## src/common/async_tx_pkg.sv

```systemverilog
// Constants for the asynchronous serial transmitter
package async_tx_pkg;
	// Register word offsets (byte addresses)
	localparam logic [3:0] CTRL_OFFSET   = 4'h0;
	localparam logic [3:0] DATA_OFFSET   = 4'h4;
	localparam logic [3:0] STATUS_OFFSET = 4'h8;
	localparam logic [3:0] DIV_OFFSET    = 4'hc;
	// Control register field positions
	localparam int CTRL_TRANSMIT_ENABLE_BIT_POS  = 0;
	localparam int CTRL_SYNC_POS  = 1;
	localparam int CTRL_SERIAL_PORT_ENABLE_POS  = 2;
	localparam int CTRL_NINE_POS  = 3;
	localparam int CTRL_NINTH_POS = 4;
	localparam int CTRL_INV_POS   = 5;
	localparam int CTRL_WIDE_POS  = 6;
	// Status register field positions
	localparam int STAT_TX_BUFFER_EMPTY_FLAG_POS  = 0;
	localparam int STAT_SHIFTER_EMPTY_STATUS_POS  = 1;
	// Reset values
	localparam logic [6:0]  CTRL_RESET = 7'h00;
	localparam logic [15:0] DIV_RESET  = 16'h0000;
	// Flag update delay after a holding-buffer write, in cycles
	localparam int FLAG_DELAY_CYCLES = 2;
	// Frame bits: start, up to nine data, stop
	localparam int FRAME_BITS_MAX = 11;
	typedef enum logic [1:0] {
		ST_IDLE  = 2'b00,
		ST_SHIFT = 2'b01
	} tx_state_t;
endpackage

```

## src/verilog/async_serial_transmitter.sv

```systemverilog
// Asynchronous serial transmitter with Avalon-MM register slave
//
// The Avalon-MM interface to the registers and the placing of the registers are this design's own decisions.
`timescale 1ns/1ps
`default_nettype none

// What this block does
// - Transmitter runs only with transmit enable set, sync clear, port enable set.
// - Port enable alone turns the serial output pin driver on.
// - Buffer empty flag is set the cycle after the transmitter becomes active.
// - Idle output rests at mark level with default polarity.
// - Frame is start space, eight or nine data bits, stop mark.
// - Every frame bit lasts exactly one baud period.
// - Data bits leave least significant bit first.
// - Uses shared character format and baud settings, independent of receiver.
// - Baud divider from system clock, eight or sixteen bits wide.
// - Holding buffer write starts sending; idle shifter loads it immediately.
// - Pending character waits for stop bit, then transfers within one cycle.
// - Start bit begins right after transfer into the shift register.
// - Polarity bit resets to zero; set inverts idle and data levels.
// - Polarity inversion applies only in asynchronous mode.
// - No hardware parity; ninth bit carries software parity.
// - Serial output goes to pin and to logic cell and modulator outputs.
// - Buffer empty flag read-only; clear while transmitter inactive or while busy with one waiting.
// - Shifter empty set while idle; clear from transfer until all bits out.
// - Nine-bit mode sends ninth bit last; software writes ninth bit first.
// - Buffer empty flag shows new state from third cycle after write.
module async_serial_transmitter (
	input  wire logic        MCLK,
	input  wire logic        RST_B,
	input  wire logic        CLK_EN,
	input  wire logic [3:0]  AVS_ADDRESS,
	input  wire logic        AVS_READ,
	input  wire logic        AVS_WRITE,
	input  wire logic [31:0] AVS_WRITEDATA,
	input  wire logic [3:0]  AVS_BYTEENABLE,
	output logic      [31:0] AVS_READDATA,
	output logic             AVS_WAITREQUEST,
	output logic             SERIAL_OUT,
	output logic             SERIAL_OUT_OE,
	output logic             CLC_TX_OUT,
	output logic             DSM_TX_OUT,
	output logic             TX_BUFFER_EMPTY_FLAG
);
	logic [6:0]             ctrl_r;
	logic [15:0]            div_r;
	logic [8:0]             hold_r;
	logic                   hold_full_r;
	logic [9:0]             shift_r;
	logic [3:0]             bits_left_r;
	logic [15:0]            baud_cnt_r;
	async_tx_pkg::tx_state_t state_r;
	logic                   flag_r;
	logic                   flag_dly_r;
	logic                   ack_r;
	logic [31:0]            rdata_r;
	logic                   out_r;

	wire transmit_enable_bit    = ctrl_r[async_tx_pkg::CTRL_TRANSMIT_ENABLE_BIT_POS];
	wire sync_mode              = ctrl_r[async_tx_pkg::CTRL_SYNC_POS];
	wire serial_port_enable     = ctrl_r[async_tx_pkg::CTRL_SERIAL_PORT_ENABLE_POS];
	wire nine_bit_select        = ctrl_r[async_tx_pkg::CTRL_NINE_POS];
	wire ninth_data_bit         = ctrl_r[async_tx_pkg::CTRL_NINTH_POS];
	wire output_polarity_invert = ctrl_r[async_tx_pkg::CTRL_INV_POS];
	wire wide_divider           = ctrl_r[async_tx_pkg::CTRL_WIDE_POS];

	wire tx_active = transmit_enable_bit & ~sync_mode & serial_port_enable;
	// Same compare serves the write strobes and the read mux
	function automatic logic addr_hit(input logic [3:0] a, input logic [3:0] off);
		return a == off;
	endfunction

	wire req       = AVS_READ | AVS_WRITE;
	// First edge only latches read data; writes land when waitrequest is low
	wire access    = req & ~ack_r & CLK_EN;
	wire commit    = req & ack_r & CLK_EN;
	wire wr_ctrl   = commit & AVS_WRITE & addr_hit(AVS_ADDRESS, async_tx_pkg::CTRL_OFFSET) & AVS_BYTEENABLE[0];
	wire wr_data   = commit & AVS_WRITE & addr_hit(AVS_ADDRESS, async_tx_pkg::DATA_OFFSET) & AVS_BYTEENABLE[0];
	wire wr_div_lo = commit & AVS_WRITE & addr_hit(AVS_ADDRESS, async_tx_pkg::DIV_OFFSET) & AVS_BYTEENABLE[0];
	wire wr_div_hi = commit & AVS_WRITE & addr_hit(AVS_ADDRESS, async_tx_pkg::DIV_OFFSET) & AVS_BYTEENABLE[1];

	// Narrow divider ignores the high byte
	wire [15:0] div_eff = wide_divider ? div_r : {8'h00, div_r[7:0]};
	wire        baud_tick = (baud_cnt_r == div_eff);
	wire        shifter_empty_status = (state_r == async_tx_pkg::ST_IDLE);
	wire        shifting = (state_r == async_tx_pkg::ST_SHIFT);
	wire        last_bit = shifting & baud_tick & (bits_left_r == 4'h1);
	// Load when idle, or in the same cycle the stop bit finishes
	wire        load = tx_active & hold_full_r & (shifter_empty_status | last_bit);
	// Start bit in LSB; eight-bit word carries its stop mark, nine-bit stop shifts in behind the data; no parity generator
	wire [9:0]  frame_word = nine_bit_select ? {hold_r, 1'b0} : {1'b1, hold_r[7:0], 1'b0};
	wire [3:0]  frame_len = nine_bit_select ? 4'hb : 4'ha;
	wire        flag_now = tx_active & ~(hold_full_r & ~shifter_empty_status & ~last_bit);
	wire        line_level = shifting ? shift_r[0] : 1'b1;
	wire        tx_level = line_level ^ (output_polarity_invert & ~sync_mode);

	wire [31:0] status_word = {30'h0, shifter_empty_status, flag_r};
	wire [31:0] rd_mux =
		addr_hit(AVS_ADDRESS, async_tx_pkg::CTRL_OFFSET)   ? {25'h0, ctrl_r} :
		addr_hit(AVS_ADDRESS, async_tx_pkg::DATA_OFFSET)   ? {23'h0, hold_r} :
		addr_hit(AVS_ADDRESS, async_tx_pkg::STATUS_OFFSET) ? status_word :
		addr_hit(AVS_ADDRESS, async_tx_pkg::DIV_OFFSET)    ? {16'h0, div_r} : 32'h0;

	assign AVS_WAITREQUEST      = req & ~(ack_r & CLK_EN);
	assign AVS_READDATA         = rdata_r;
	assign SERIAL_OUT           = out_r;
	assign SERIAL_OUT_OE        = serial_port_enable;
	assign CLC_TX_OUT           = out_r;
	assign DSM_TX_OUT           = out_r;
	assign TX_BUFFER_EMPTY_FLAG = flag_r;

	// One-cycle acknowledge: answer in the cycle after the request is seen
	always_ff @(posedge MCLK or negedge RST_B) begin
		if (!RST_B) begin
			ack_r   <= 1'b0;
			rdata_r <= 32'h0;
		end else if (CLK_EN) begin
			ack_r   <= access;
			if (access && AVS_READ)
				rdata_r <= rd_mux;
		end
	end

	always_ff @(posedge MCLK or negedge RST_B) begin
		if (!RST_B) begin
			ctrl_r <= async_tx_pkg::CTRL_RESET;
			div_r  <= async_tx_pkg::DIV_RESET;
		end else if (CLK_EN) begin
			if (wr_ctrl)
				ctrl_r <= AVS_WRITEDATA[6:0];
			if (wr_div_lo)
				div_r[7:0] <= AVS_WRITEDATA[7:0];
			if (wr_div_hi)
				div_r[15:8] <= AVS_WRITEDATA[15:8];
		end
	end

	// Holding buffer; ninth bit sampled at the data write
	always_ff @(posedge MCLK or negedge RST_B) begin
		if (!RST_B) begin
			hold_r      <= 9'h000;
			hold_full_r <= 1'b0;
		end else if (CLK_EN) begin
			if (!tx_active)
				hold_full_r <= 1'b0;
			else if (wr_data) begin
				hold_r      <= {ninth_data_bit, AVS_WRITEDATA[7:0]};
				hold_full_r <= 1'b1;
			end else if (load)
				hold_full_r <= 1'b0;
		end
	end

	always_ff @(posedge MCLK or negedge RST_B) begin
		if (!RST_B) begin
			state_r     <= async_tx_pkg::ST_IDLE;
			shift_r     <= 10'h3ff;
			bits_left_r <= 4'h0;
			baud_cnt_r  <= 16'h0000;
		end else if (CLK_EN) begin
			case (state_r)
				async_tx_pkg::ST_IDLE: begin
					baud_cnt_r <= 16'h0000;
					if (load) begin
						shift_r     <= frame_word;
						bits_left_r <= frame_len;
						state_r     <= async_tx_pkg::ST_SHIFT;
					end
				end
				async_tx_pkg::ST_SHIFT: begin
					if (!tx_active)
						state_r <= async_tx_pkg::ST_IDLE;
					else if (baud_tick) begin
						baud_cnt_r <= 16'h0000;
						if (load) begin
							shift_r     <= frame_word;
							bits_left_r <= frame_len;
						end else if (last_bit)
							state_r <= async_tx_pkg::ST_IDLE;
						else begin
							shift_r     <= {1'b1, shift_r[9:1]};
							bits_left_r <= bits_left_r - 4'h1;
						end
					end else
						baud_cnt_r <= baud_cnt_r + 16'h0001;
				end
				default: state_r <= async_tx_pkg::ST_IDLE;
			endcase
		end
	end

	// Flag holds its old value for two cycles after a data write
	always_ff @(posedge MCLK or negedge RST_B) begin
		if (!RST_B) begin
			flag_r     <= 1'b0;
			flag_dly_r <= 1'b0;
			out_r      <= 1'b1;
		end else if (CLK_EN) begin
			flag_dly_r <= wr_data;
			if (!(wr_data | flag_dly_r) || !tx_active)
				flag_r <= flag_now;
			out_r <= tx_level;
		end
	end

	a_flag_delay: assert property (@(posedge MCLK) disable iff (!RST_B)
		(CLK_EN && wr_data && tx_active) |=> (flag_r == $past(flag_r)))
		else $error("buffer empty flag changed right after write");
	a_idle_mark: assert property (@(posedge MCLK) disable iff (!RST_B)
		(CLK_EN && shifter_empty_status && !output_polarity_invert) |=> (!CLK_EN || out_r))
		else $error("idle line not at mark");
	a_start_bit: assert property (@(posedge MCLK) disable iff (!RST_B)
		(CLK_EN && load) |=> (shift_r[0] == 1'b0))
		else $error("frame does not begin with start bit");
	a_oe_follows: assert property (@(posedge MCLK) disable iff (!RST_B)
		SERIAL_OUT_OE == serial_port_enable)
		else $error("pin driver not tied to port enable");
	a_abort_empty: assert property (@(posedge MCLK) disable iff (!RST_B)
		(CLK_EN && !tx_active) |=> (!hold_full_r))
		else $error("holding buffer not emptied on disable");
	a_inactive_idle: assert property (@(posedge MCLK) disable iff (!RST_B)
		(CLK_EN && !tx_active && shifter_empty_status) |=> shifter_empty_status)
		else $error("shifter started while disabled");
	a_bit_period: assert property (@(posedge MCLK) disable iff (!RST_B)
		(CLK_EN && shifting && !baud_tick && tx_active) |=> (bits_left_r == $past(bits_left_r)))
		else $error("bit advanced before baud tick");
	a_inv_level: assert property (@(posedge MCLK) disable iff (!RST_B)
		(CLK_EN && shifter_empty_status && output_polarity_invert && !sync_mode) |=> (!CLK_EN || !out_r))
		else $error("inverted idle not at low level");
	a_flag_set_empty: assert property (@(posedge MCLK) disable iff (!RST_B)
		(CLK_EN && tx_active && !hold_full_r && !wr_data && !flag_dly_r)
		|=> flag_r)
		else $error("buffer empty flag not set with buffer empty");
	a_flag_clear_busy: assert property (@(posedge MCLK) disable iff (!RST_B)
		(CLK_EN && tx_active && hold_full_r && shifting && !last_bit && !wr_data && !flag_dly_r)
		|=> !flag_r)
		else $error("buffer empty flag set while character waits");
	a_flag_off_disabled: assert property (@(posedge MCLK) disable iff (!RST_B)
		(CLK_EN && !tx_active)
		|=> !flag_r)
		else $error("buffer empty flag set while disabled");
	a_shifter_busy_load: assert property (@(posedge MCLK) disable iff (!RST_B)
		(CLK_EN && load)
		|=> !shifter_empty_status)
		else $error("shifter empty status not cleared on transfer");
	a_stop_to_idle: assert property (@(posedge MCLK) disable iff (!RST_B)
		(CLK_EN && tx_active && last_bit && !load)
		|=> shifter_empty_status)
		else $error("shifter not idle after last stop bit");
	a_stop_bit_mark: assert property (@(posedge MCLK) disable iff (!RST_B)
		(shifting && (bits_left_r == 4'h1))
		|-> shift_r[0])
		else $error("stop bit not at mark level");
	a_lsb_shift: assert property (@(posedge MCLK) disable iff (!RST_B)
		(CLK_EN && tx_active && shifting && baud_tick && !last_bit)
		|=> (shift_r[9] && ((shift_r << 1) == ($past(shift_r) & 10'h3fe))))
		else $error("shift register did not move toward LSB");
	a_bit_hold: assert property (@(posedge MCLK) disable iff (!RST_B)
		(CLK_EN && tx_active && shifting && !baud_tick)
		|=> $stable(shift_r))
		else $error("line bit changed inside a baud period");
	a_len_eight: assert property (@(posedge MCLK) disable iff (!RST_B)
		(CLK_EN && load && !nine_bit_select)
		|=> (bits_left_r == 4'ha))
		else $error("eight-bit frame length wrong");
	a_len_nine: assert property (@(posedge MCLK) disable iff (!RST_B)
		(CLK_EN && load && nine_bit_select)
		|=> (bits_left_r == 4'hb))
		else $error("nine-bit frame length wrong");
	a_data_eight: assert property (@(posedge MCLK) disable iff (!RST_B)
		(CLK_EN && load && !nine_bit_select)
		|=> (shift_r[9] && ({1'b0, shift_r[8:1]} == ($past(hold_r) & 9'h0ff))))
		else $error("eight-bit frame word wrong");
	a_data_nine: assert property (@(posedge MCLK) disable iff (!RST_B)
		(CLK_EN && load && nine_bit_select)
		|=> (shift_r[9:1] == $past(hold_r)))
		else $error("nine-bit frame word wrong");
	a_sync_halts: assert property (@(posedge MCLK) disable iff (!RST_B)
		(CLK_EN && sync_mode)
		|=> shifter_empty_status)
		else $error("shifter running in clocked mode");
	a_sync_no_invert: assert property (@(posedge MCLK) disable iff (!RST_B)
		(CLK_EN && sync_mode && shifter_empty_status)
		|=> (!CLK_EN || out_r))
		else $error("polarity inversion applied in clocked mode");
	a_enable_freeze: assert property (@(posedge MCLK) disable iff (!RST_B)
		!CLK_EN
		|=> ($stable(state_r) && $stable(shift_r) && $stable(out_r) && $stable(flag_r)))
		else $error("state moved while clock enable low");
	a_one_wait: assert property (@(posedge MCLK) disable iff (!RST_B)
		(CLK_EN && req && !ack_r)
		|=> (!req || !CLK_EN || !AVS_WAITREQUEST))
		else $error("waitrequest held past one wait cycle");
	a_ack_drops: assert property (@(posedge MCLK) disable iff (!RST_B)
		(CLK_EN && commit)
		|=> !ack_r)
		else $error("acknowledge not released after transfer");
	a_ctrl_write: assert property (@(posedge MCLK) disable iff (!RST_B)
		wr_ctrl
		|=> ({25'h0, ctrl_r} == ($past(AVS_WRITEDATA) & 32'h0000007f)))
		else $error("control write did not land");
	a_tick_restart: assert property (@(posedge MCLK) disable iff (!RST_B)
		(CLK_EN && tx_active && shifting && baud_tick)
		|=> (baud_cnt_r == 16'h0000))
		else $error("baud counter not restarted at bit end");
	a_idle_stays: assert property (@(posedge MCLK) disable iff (!RST_B)
		(CLK_EN && shifter_empty_status && !load)
		|=> shifter_empty_status)
		else $error("shifter left idle without a load");
endmodule
`default_nettype wire

```

## config.mk

```make
export PLATFORM = sky130hd
export DESIGN_NAME = async_serial_transmitter
export DESIGN_NICKNAME = d
export VERILOG_FILES = /design/src/common/async_tx_pkg.sv /design/src/verilog/async_serial_transmitter.sv
export SDC_FILE = /design/constraint.sdc
export NUM_CORES = 1
export LEC_CHECK = 0
export ABC_AREA = 1
export CAP_MARGIN = 20
export CORE_MARGIN = 8
export CORE_UTILIZATION = 50
export DETAILED_ROUTE_END_ITERATION = 8
export DONT_BUFFER_PORTS = 1
export PLACE_DENSITY_LB_ADDON = 0.08
export SLEW_MARGIN = 0
export SYNTH_ARGS = -nofsm -noshare
export SYNTH_HDL_FRONTEND = slang
export SYNTH_SLANG_ARGS = --single-unit
```

## constraint.sdc

```tcl
create_clock -name MCLK -period 3.1 [get_ports MCLK]
set_input_delay 0.31 -clock MCLK [delete_from_list [all_inputs] [get_ports MCLK]]
set_output_delay 0.31 -clock MCLK [all_outputs]
set_load 0.1 [all_outputs]
```

# Word level (Yosys, flattened, before mapping)
# Index checks and enable logic that the tools add are counted.
[op_classes]
shift = 0
magnitude_cmp = 0
bitwise = 34
addsub = 2
n_eq_ne = 14
mux = 32
n_reduce_logical = 17
multipliers = 0
div_mod_pow = 0
[op_table]
columns = ["cell", "count"]
rows = [
  ["$mux W16", 7],
  ["$mux W10", 6],
  ["$pmux W16 S2", 1],
  ["$and A1 B1 Y1", 24],
  ["$mux W4", 5],
  ["$pmux W10 S2", 1],
  ["$add A16 B1 Y16 const B", 1],
  ["$eq A16 B16 Y1", 1],
  ["$reduce_and A2 Y1", 6],
  ["$mux W2", 5],
  ["$eq A4 B4 Y1 const B", 2],
  ["$pmux W4 S2", 1],
  ["$ne A3 B2 Y1 const B", 2],
  ["$ne A3 B3 Y1 const B", 2],
  ["$not A1 Y1", 6],
  ["$reduce_and A3 Y1", 2],
  ["$reduce_and A6 Y1", 1],
  ["$mux W1", 5],
  ["$reduce_and A5 Y1", 1],
  ["$eq A4 B1 Y1 const B", 1],
  ["$eq A4 B3 Y1 const B", 1],
  ["$logic_not A4 Y1", 1],
  ["$ne A2 B2 Y1 const B", 2],
  ["$pmux W2 S2", 1],
  ["11 further kinds", 14],
]
[word_totals]
ram_bits = 0
inputBits = 45
word_cells = 113
rom_bits = 0
latch_bits = 0
mem_count = 0
reg_bits = 101
out_inout_bits = 38

# Longest topological paths before layout
[depth]
depth_word = 10
depth_mapped = 15
depth_no_buf = 13

# Worst setup path after synthesis
# Ideal clock, no wire load.
[synth_timing]
path_type = "input-to-output"
from = "input CLK_EN"
to = "output AVS_WAITREQUEST"
stages = 2
path_slack_ps = 800
path_buffers = 1
t_arrival_ps = 1990
t_required_ps = 2790
path_cell_list = "clkbuf_1 -> a21oi_1"
[synth_via]
elab_chain_cells = 3
[synth_rtl]
columns = ["element", "line", "text"]
rows = [
  ["from (decl)", "async_serial_transmitter.sv:31", "input wire logic CLK_EN,"],
  ["$and A1 B1 Y1", "async_serial_transmitter.sv:104", "assign AVS_WAITREQUEST = req & ~(ack_r & CLK_EN);"],
  ["$not A1 Y1", "async_serial_transmitter.sv:104", ""],
  ["$and A1 B1 Y1", "async_serial_transmitter.sv:104", ""],
  ["to (decl)", "async_serial_transmitter.sv:38", "output logic AVS_WAITREQUEST,"],
]
# No other way between the ends.

# Worst setup path after layout
[layout_timing]
from = "register ctrl_r[6]"
to = "register bits_left_r[2]"
[layout_via]
elab_chain_cells = 10
elab_cells_between_ends = 14
cone_classes = "eq/ne: 4; mux: 5; bitwise: 4; reduce/logical: 1"
[layout_rtl]
columns = ["element", "line", "text"]
rows = [
  ["from (decl)", "async_serial_transmitter.sv:45", "logic [6:0] ctrl_r;"],
  ["from (signal assigned)", "async_serial_transmitter.sv:126", "ctrl_r <= async_tx_pkg::CTRL_RESET;"],
  ["from (signal assigned)", "async_serial_transmitter.sv:130", "ctrl_r <= AVS_WRITEDATA[6:0];"],
  ["$mux W16 (*)", "async_serial_transmitter.sv:83", "wire [15:0] div_eff = wide_divider ? div_r : {8'h00, div_r[7:0]};"],
  ["$eq A16 B16 Y1 (*)", "async_serial_transmitter.sv:84", "wire baud_tick = (baud_cnt_r == div_eff);"],
  ["$and A1 B1 Y1 (2 in series)", "async_serial_transmitter.sv:87", "wire last_bit = shifting & baud_tick & (bits_left_r == 4'h1);"],
  ["$or A1 B1 Y1", "async_serial_transmitter.sv:89", "wire load = tx_active & hold_full_r & (shifter_empty_status | last_bit);"],
  ["$and A1 B1 Y1", "async_serial_transmitter.sv:89", ""],
  ["$mux W4", "async_serial_transmitter.sv:175", "if (load) begin"],
  ["$mux W4", "async_serial_transmitter.sv:173", "else if (baud_tick) begin"],
  ["$mux W4", "async_serial_transmitter.sv:171", "if (!tx_active)"],
  ["$pmux W4 S2", "async_serial_transmitter.sv:161", "case (state_r)"],
  ["to (signal assigned)", "async_serial_transmitter.sv:166", "bits_left_r <= frame_len;"],
  ["to (signal assigned)", "async_serial_transmitter.sv:177", "bits_left_r <= frame_len;"],
  ["to (signal assigned)", "async_serial_transmitter.sv:182", "bits_left_r <= bits_left_r - 4'h1;"],
  ["to (decl)", "async_serial_transmitter.sv:50", "logic [3:0] bits_left_r;"],
]
# Mark *: on every way between the ends. The rest lies on a longest branch, timed or not. The select of a mux whose other input is x is not followed.
# A chain may end at the register's enable or synchronous reset.

==> summary.txt <==
Pwr
  – Comb power frac: 0.137
  – VDD IR-drop max: 0.000425 V
  – Net Sw Frac: 0.352
  – Pwr dens: approximately 540 nW/µm²
  – Total power: around 2.5 mW
  – Switch Pwr: 0.890 mW
  – P_int: between 1.5 and 2 mW
  – Reg power frac: 0.548
  – LEAKAGE: ~2.2 nW
  – Clock power share: 0.315

Clocking
  – H-tree level count: 3
  – TritonCTS Buffers: 9
  – Insertion delay to the later sink of the worst-skew pair: approximately 0.35 ns
  – Clk slew on worst S/H paths: roughly 0.090 ns
  – Clock buffer depth: 2
  – CTS Sinks: between 80 and 90
  – CTS tree: built
  – Post-CTS Setup Bufs: 0
  – Root Buffer: clkbuf_8

Route
  – Residual DRC count: 0
  – Routed Antenna Nets: 0
  – Wirelength per Cell: roughly 15 µm
  – DRT Pass-1 Iters: 4
  – Vias post-DR: between 3000 and 4000
  – Starting DRT DRC Count: approximately 180
  – Via density: about 5.1
  – Final wirelength: between 10 and 15 mm

Timing
  – Max-slew headroom: 0.368
  – Fmax: 452 MHz
  – Hold Vio Cnt, Final: 0
  – Fin Hold WS: approximately 0.054 ns
  – Unrepaired setup endpoints after global routing: false
  – Post-route minimum period: ~2.2 ns
  – Setup Skew: 0.00746 ns
  – Fin crit share: 0.714
  – Setup Viol. Count Final: 0
  – Worst-Margin Slew: 0.949 ns
  – Final WS setup: slightly below 0.9 ns
  – Slew Viols, Final: 0
  – Final TNS setup: 0 ns

Outcome
  – Status: complete, no violations

Synthesis
  – Synth unique cells: slightly above 40
  – Mapped Cells: 553
  – Top post-synthesis cells by area: dfrtp_1 (42%), nand2_1 (14%), dfstp_2 (6.6%)
  – Number of synthesized flops with an enable pin: 0
  – Most instantiated cells after synthesis: nand2_1 (160), dfrtp_1 (73), inv_1 (63)
  – Syn Std Cell Area: around 4400 µm²
  – Top-area cell type share of the netlist area: 0.417
  – FF+latch count, synth: 84
  – Post-synth top flop: dfrtp_1
  – YS warnings: 0
  – Fraction of registers with async set/reset: 1.00
  – Mean Syn Cell Area: 7.92 µm²
  – Largest area contributor in the netlist: dfrtp_1
  – Most numerous cell in the Yosys netlist: nand2_1
  – Sequential fraction of the synthesis area: 0.483

Global routing
  – Initial antenna violation count: 0
  – Vias in the first global route: between 3000 and 4000
  – Largest net degree at the start of global routing: between 80 and 90
  – Total GRT Usage: 0.181
  – GRT overflow: 0
  – Global-route wire length before repair: about 17 mm

Cells and area
  – Final nets: approximately 600
  – Share of post-route cells with drive strength above 1: 0.0966
  – Post-layout instance area: 4660 µm²
  – Ant diodes: 0
  – Area growth from synthesis to layout: 6.34%

Hold path
  – HP Class: in -> reg
  – Hold Crit Start: CLK_EN

Place
  – Number of port buffers: 0
  – Area after DPL: 4400 µm²
  – Routability cong.: about 0.88
  – Post-Place Worst Slack: 0.839 ns
  – Post-DP HPWL: slightly below 8 mm

Die
  – # IOs: 83
  – Die width: ~110 µm
  – Initial core utilization: 0.510
  – DIE HEIGHT: between 100 and 150 µm
  – Core area: around 8600 µm²
  – DIE AREA: around 12000 µm²
  – Row count: 34

Setup path
  – Worst flop-to-flop path startpoint: ctrl_r[6]
  – Worst setup path class: reg -> reg
  – Worst EP arrival: 2.47 ns
  – CP endpoint kind: flop
  – Worst-path fanout max: 19
  – CP startpoint: ctrl_r[6]
  – Critical Path Start Type: flop
  – Critical Path RT: around 3.4 ns

Run
  – Max_cap viols: 0
## placed cells by master, fill, tap and decap left out, types with 2 or more instances in the layout
cell,n
nand3_1,43
clkbuf_16,2
ha_1,3
clkinv_2,4
o211ai_1,3
nand2_1,160
nand2_4,2
mux2_2,2
nor2_4,2
dlygate4sd3_1,2
o22ai_1,6
inv_1,63
nand2_2,5
conb_1,16
buf_4,4
a21oi_1,18
clkinv_1,3
o21ai_0,46
clkbuf_8,10
nor2_1,34
xor2_1,5
nand3_2,3
nor3_1,10
dfrtp_1,73
a31oi_1,5
o221ai_1,2
xnor2_1,2
buf_16,2
dfstp_2,11
nand4_1,4
## power groups by stage
stage / Clock [mW] / Sequential, mW / Combinational, mW
floorplan: 0 / 1.40 / 0.286
finish: 0.797 / 1.39 / 0.348
detailed placement: 0 / 1.41 / 0.320
CTS: 0.818 / 1.39 / 0.351
global placement: 0 / 1.41 / 0.316
global route: 0.854 / 1.40 / 0.385
## flip-flops by register name, indices dropped and copies added (netlist names)
signal and cells:
baud_cnt_r 16, bits_left_r 4, flag_dly_r 1, ack_r 1, hold_full_r 1, state_r 1, hold_r 9, shift_r 10
div_r 16, AVS_READDATA 16, TX_BUFFER_EMPTY_FLAG 1, CLC_TX_OUT 1, ctrl_r 7
## routing by layer
| metal | wire (µm) | global-route usage | vias to the layer above | share of wire |
|---|---|---|---|---|
| met2 | 4640 | 0.288 | 81 | 0.45 |
| met4 | 119 | 0.0550 | 0 | 0.012 |
| met3 | 792 | 0.0445 | 10 | 0.077 |
| li1 | - | - | 1739 | - |
| met1 | 4760 | 0.239 | 1590 | 0.46 |
| met5 | 0 | 0 | - | 0 |
## critical path, stage by stage, from the launching register on
cell	delay, ns
dfrtp_1	0.71
nand2_1	0.10
nand2_1	0.08
nand2_1	0.05
nor2_1	0.12
nand2_1	0.07
nor2_2	0.14
nand2_2	0.09
nand2_2	0.09
nand2_4	0.10
clkinv_4	0.18
nand2_4	0.13
o21ai_0	0.23
## layout make-up
class	instances	area, µm²
fillers	842	3940
flip-flops and latches	84	2120
multi-input cells	382	1830
inverters	69	265
clock buffers	13	191
well taps	108	135
repair buffers	8	105
clock inverters	3	15.0
## stage by stage
step	cells	utilization
after floorplan	568	-
after global placement	648	0.512
after detailed placement	648	0.512
after CTS	667	0.542
after global routing	667	0.542
final	667	0.542
## timing repair
item,in CTS,in global routing
endpoints found under the hold margin,85,0
resized for setup,0,0
hold buffers,3,0
## logic make-up after synthesis
group | synth area share
adders and majority gates | 0.00857
other | 0.000856
DFF | 0.483
buffers and inverters | 0.113
AOI/OAI and AO/OA | 0.106
muxes | 0.00514
and+or+nand+nor | 0.270
xor gates and xnor gates | 0.0140
## path summary, 6_finish.rpt
check                            endpoint  slack, ns  cells past startpoint
min in group asynchronous  baud_cnt_r[11]       0.50                      2
max reg2reg                bits_left_r[2]       0.89                     12
min                                 ack_r       0.05                      1
max in group asynchronous      shift_r[1]       2.21                      2
max                        bits_left_r[2]       0.89                     12
min reg2reg                    shift_r[0]       0.47                      2
Power figures use the tool's default switching activity.
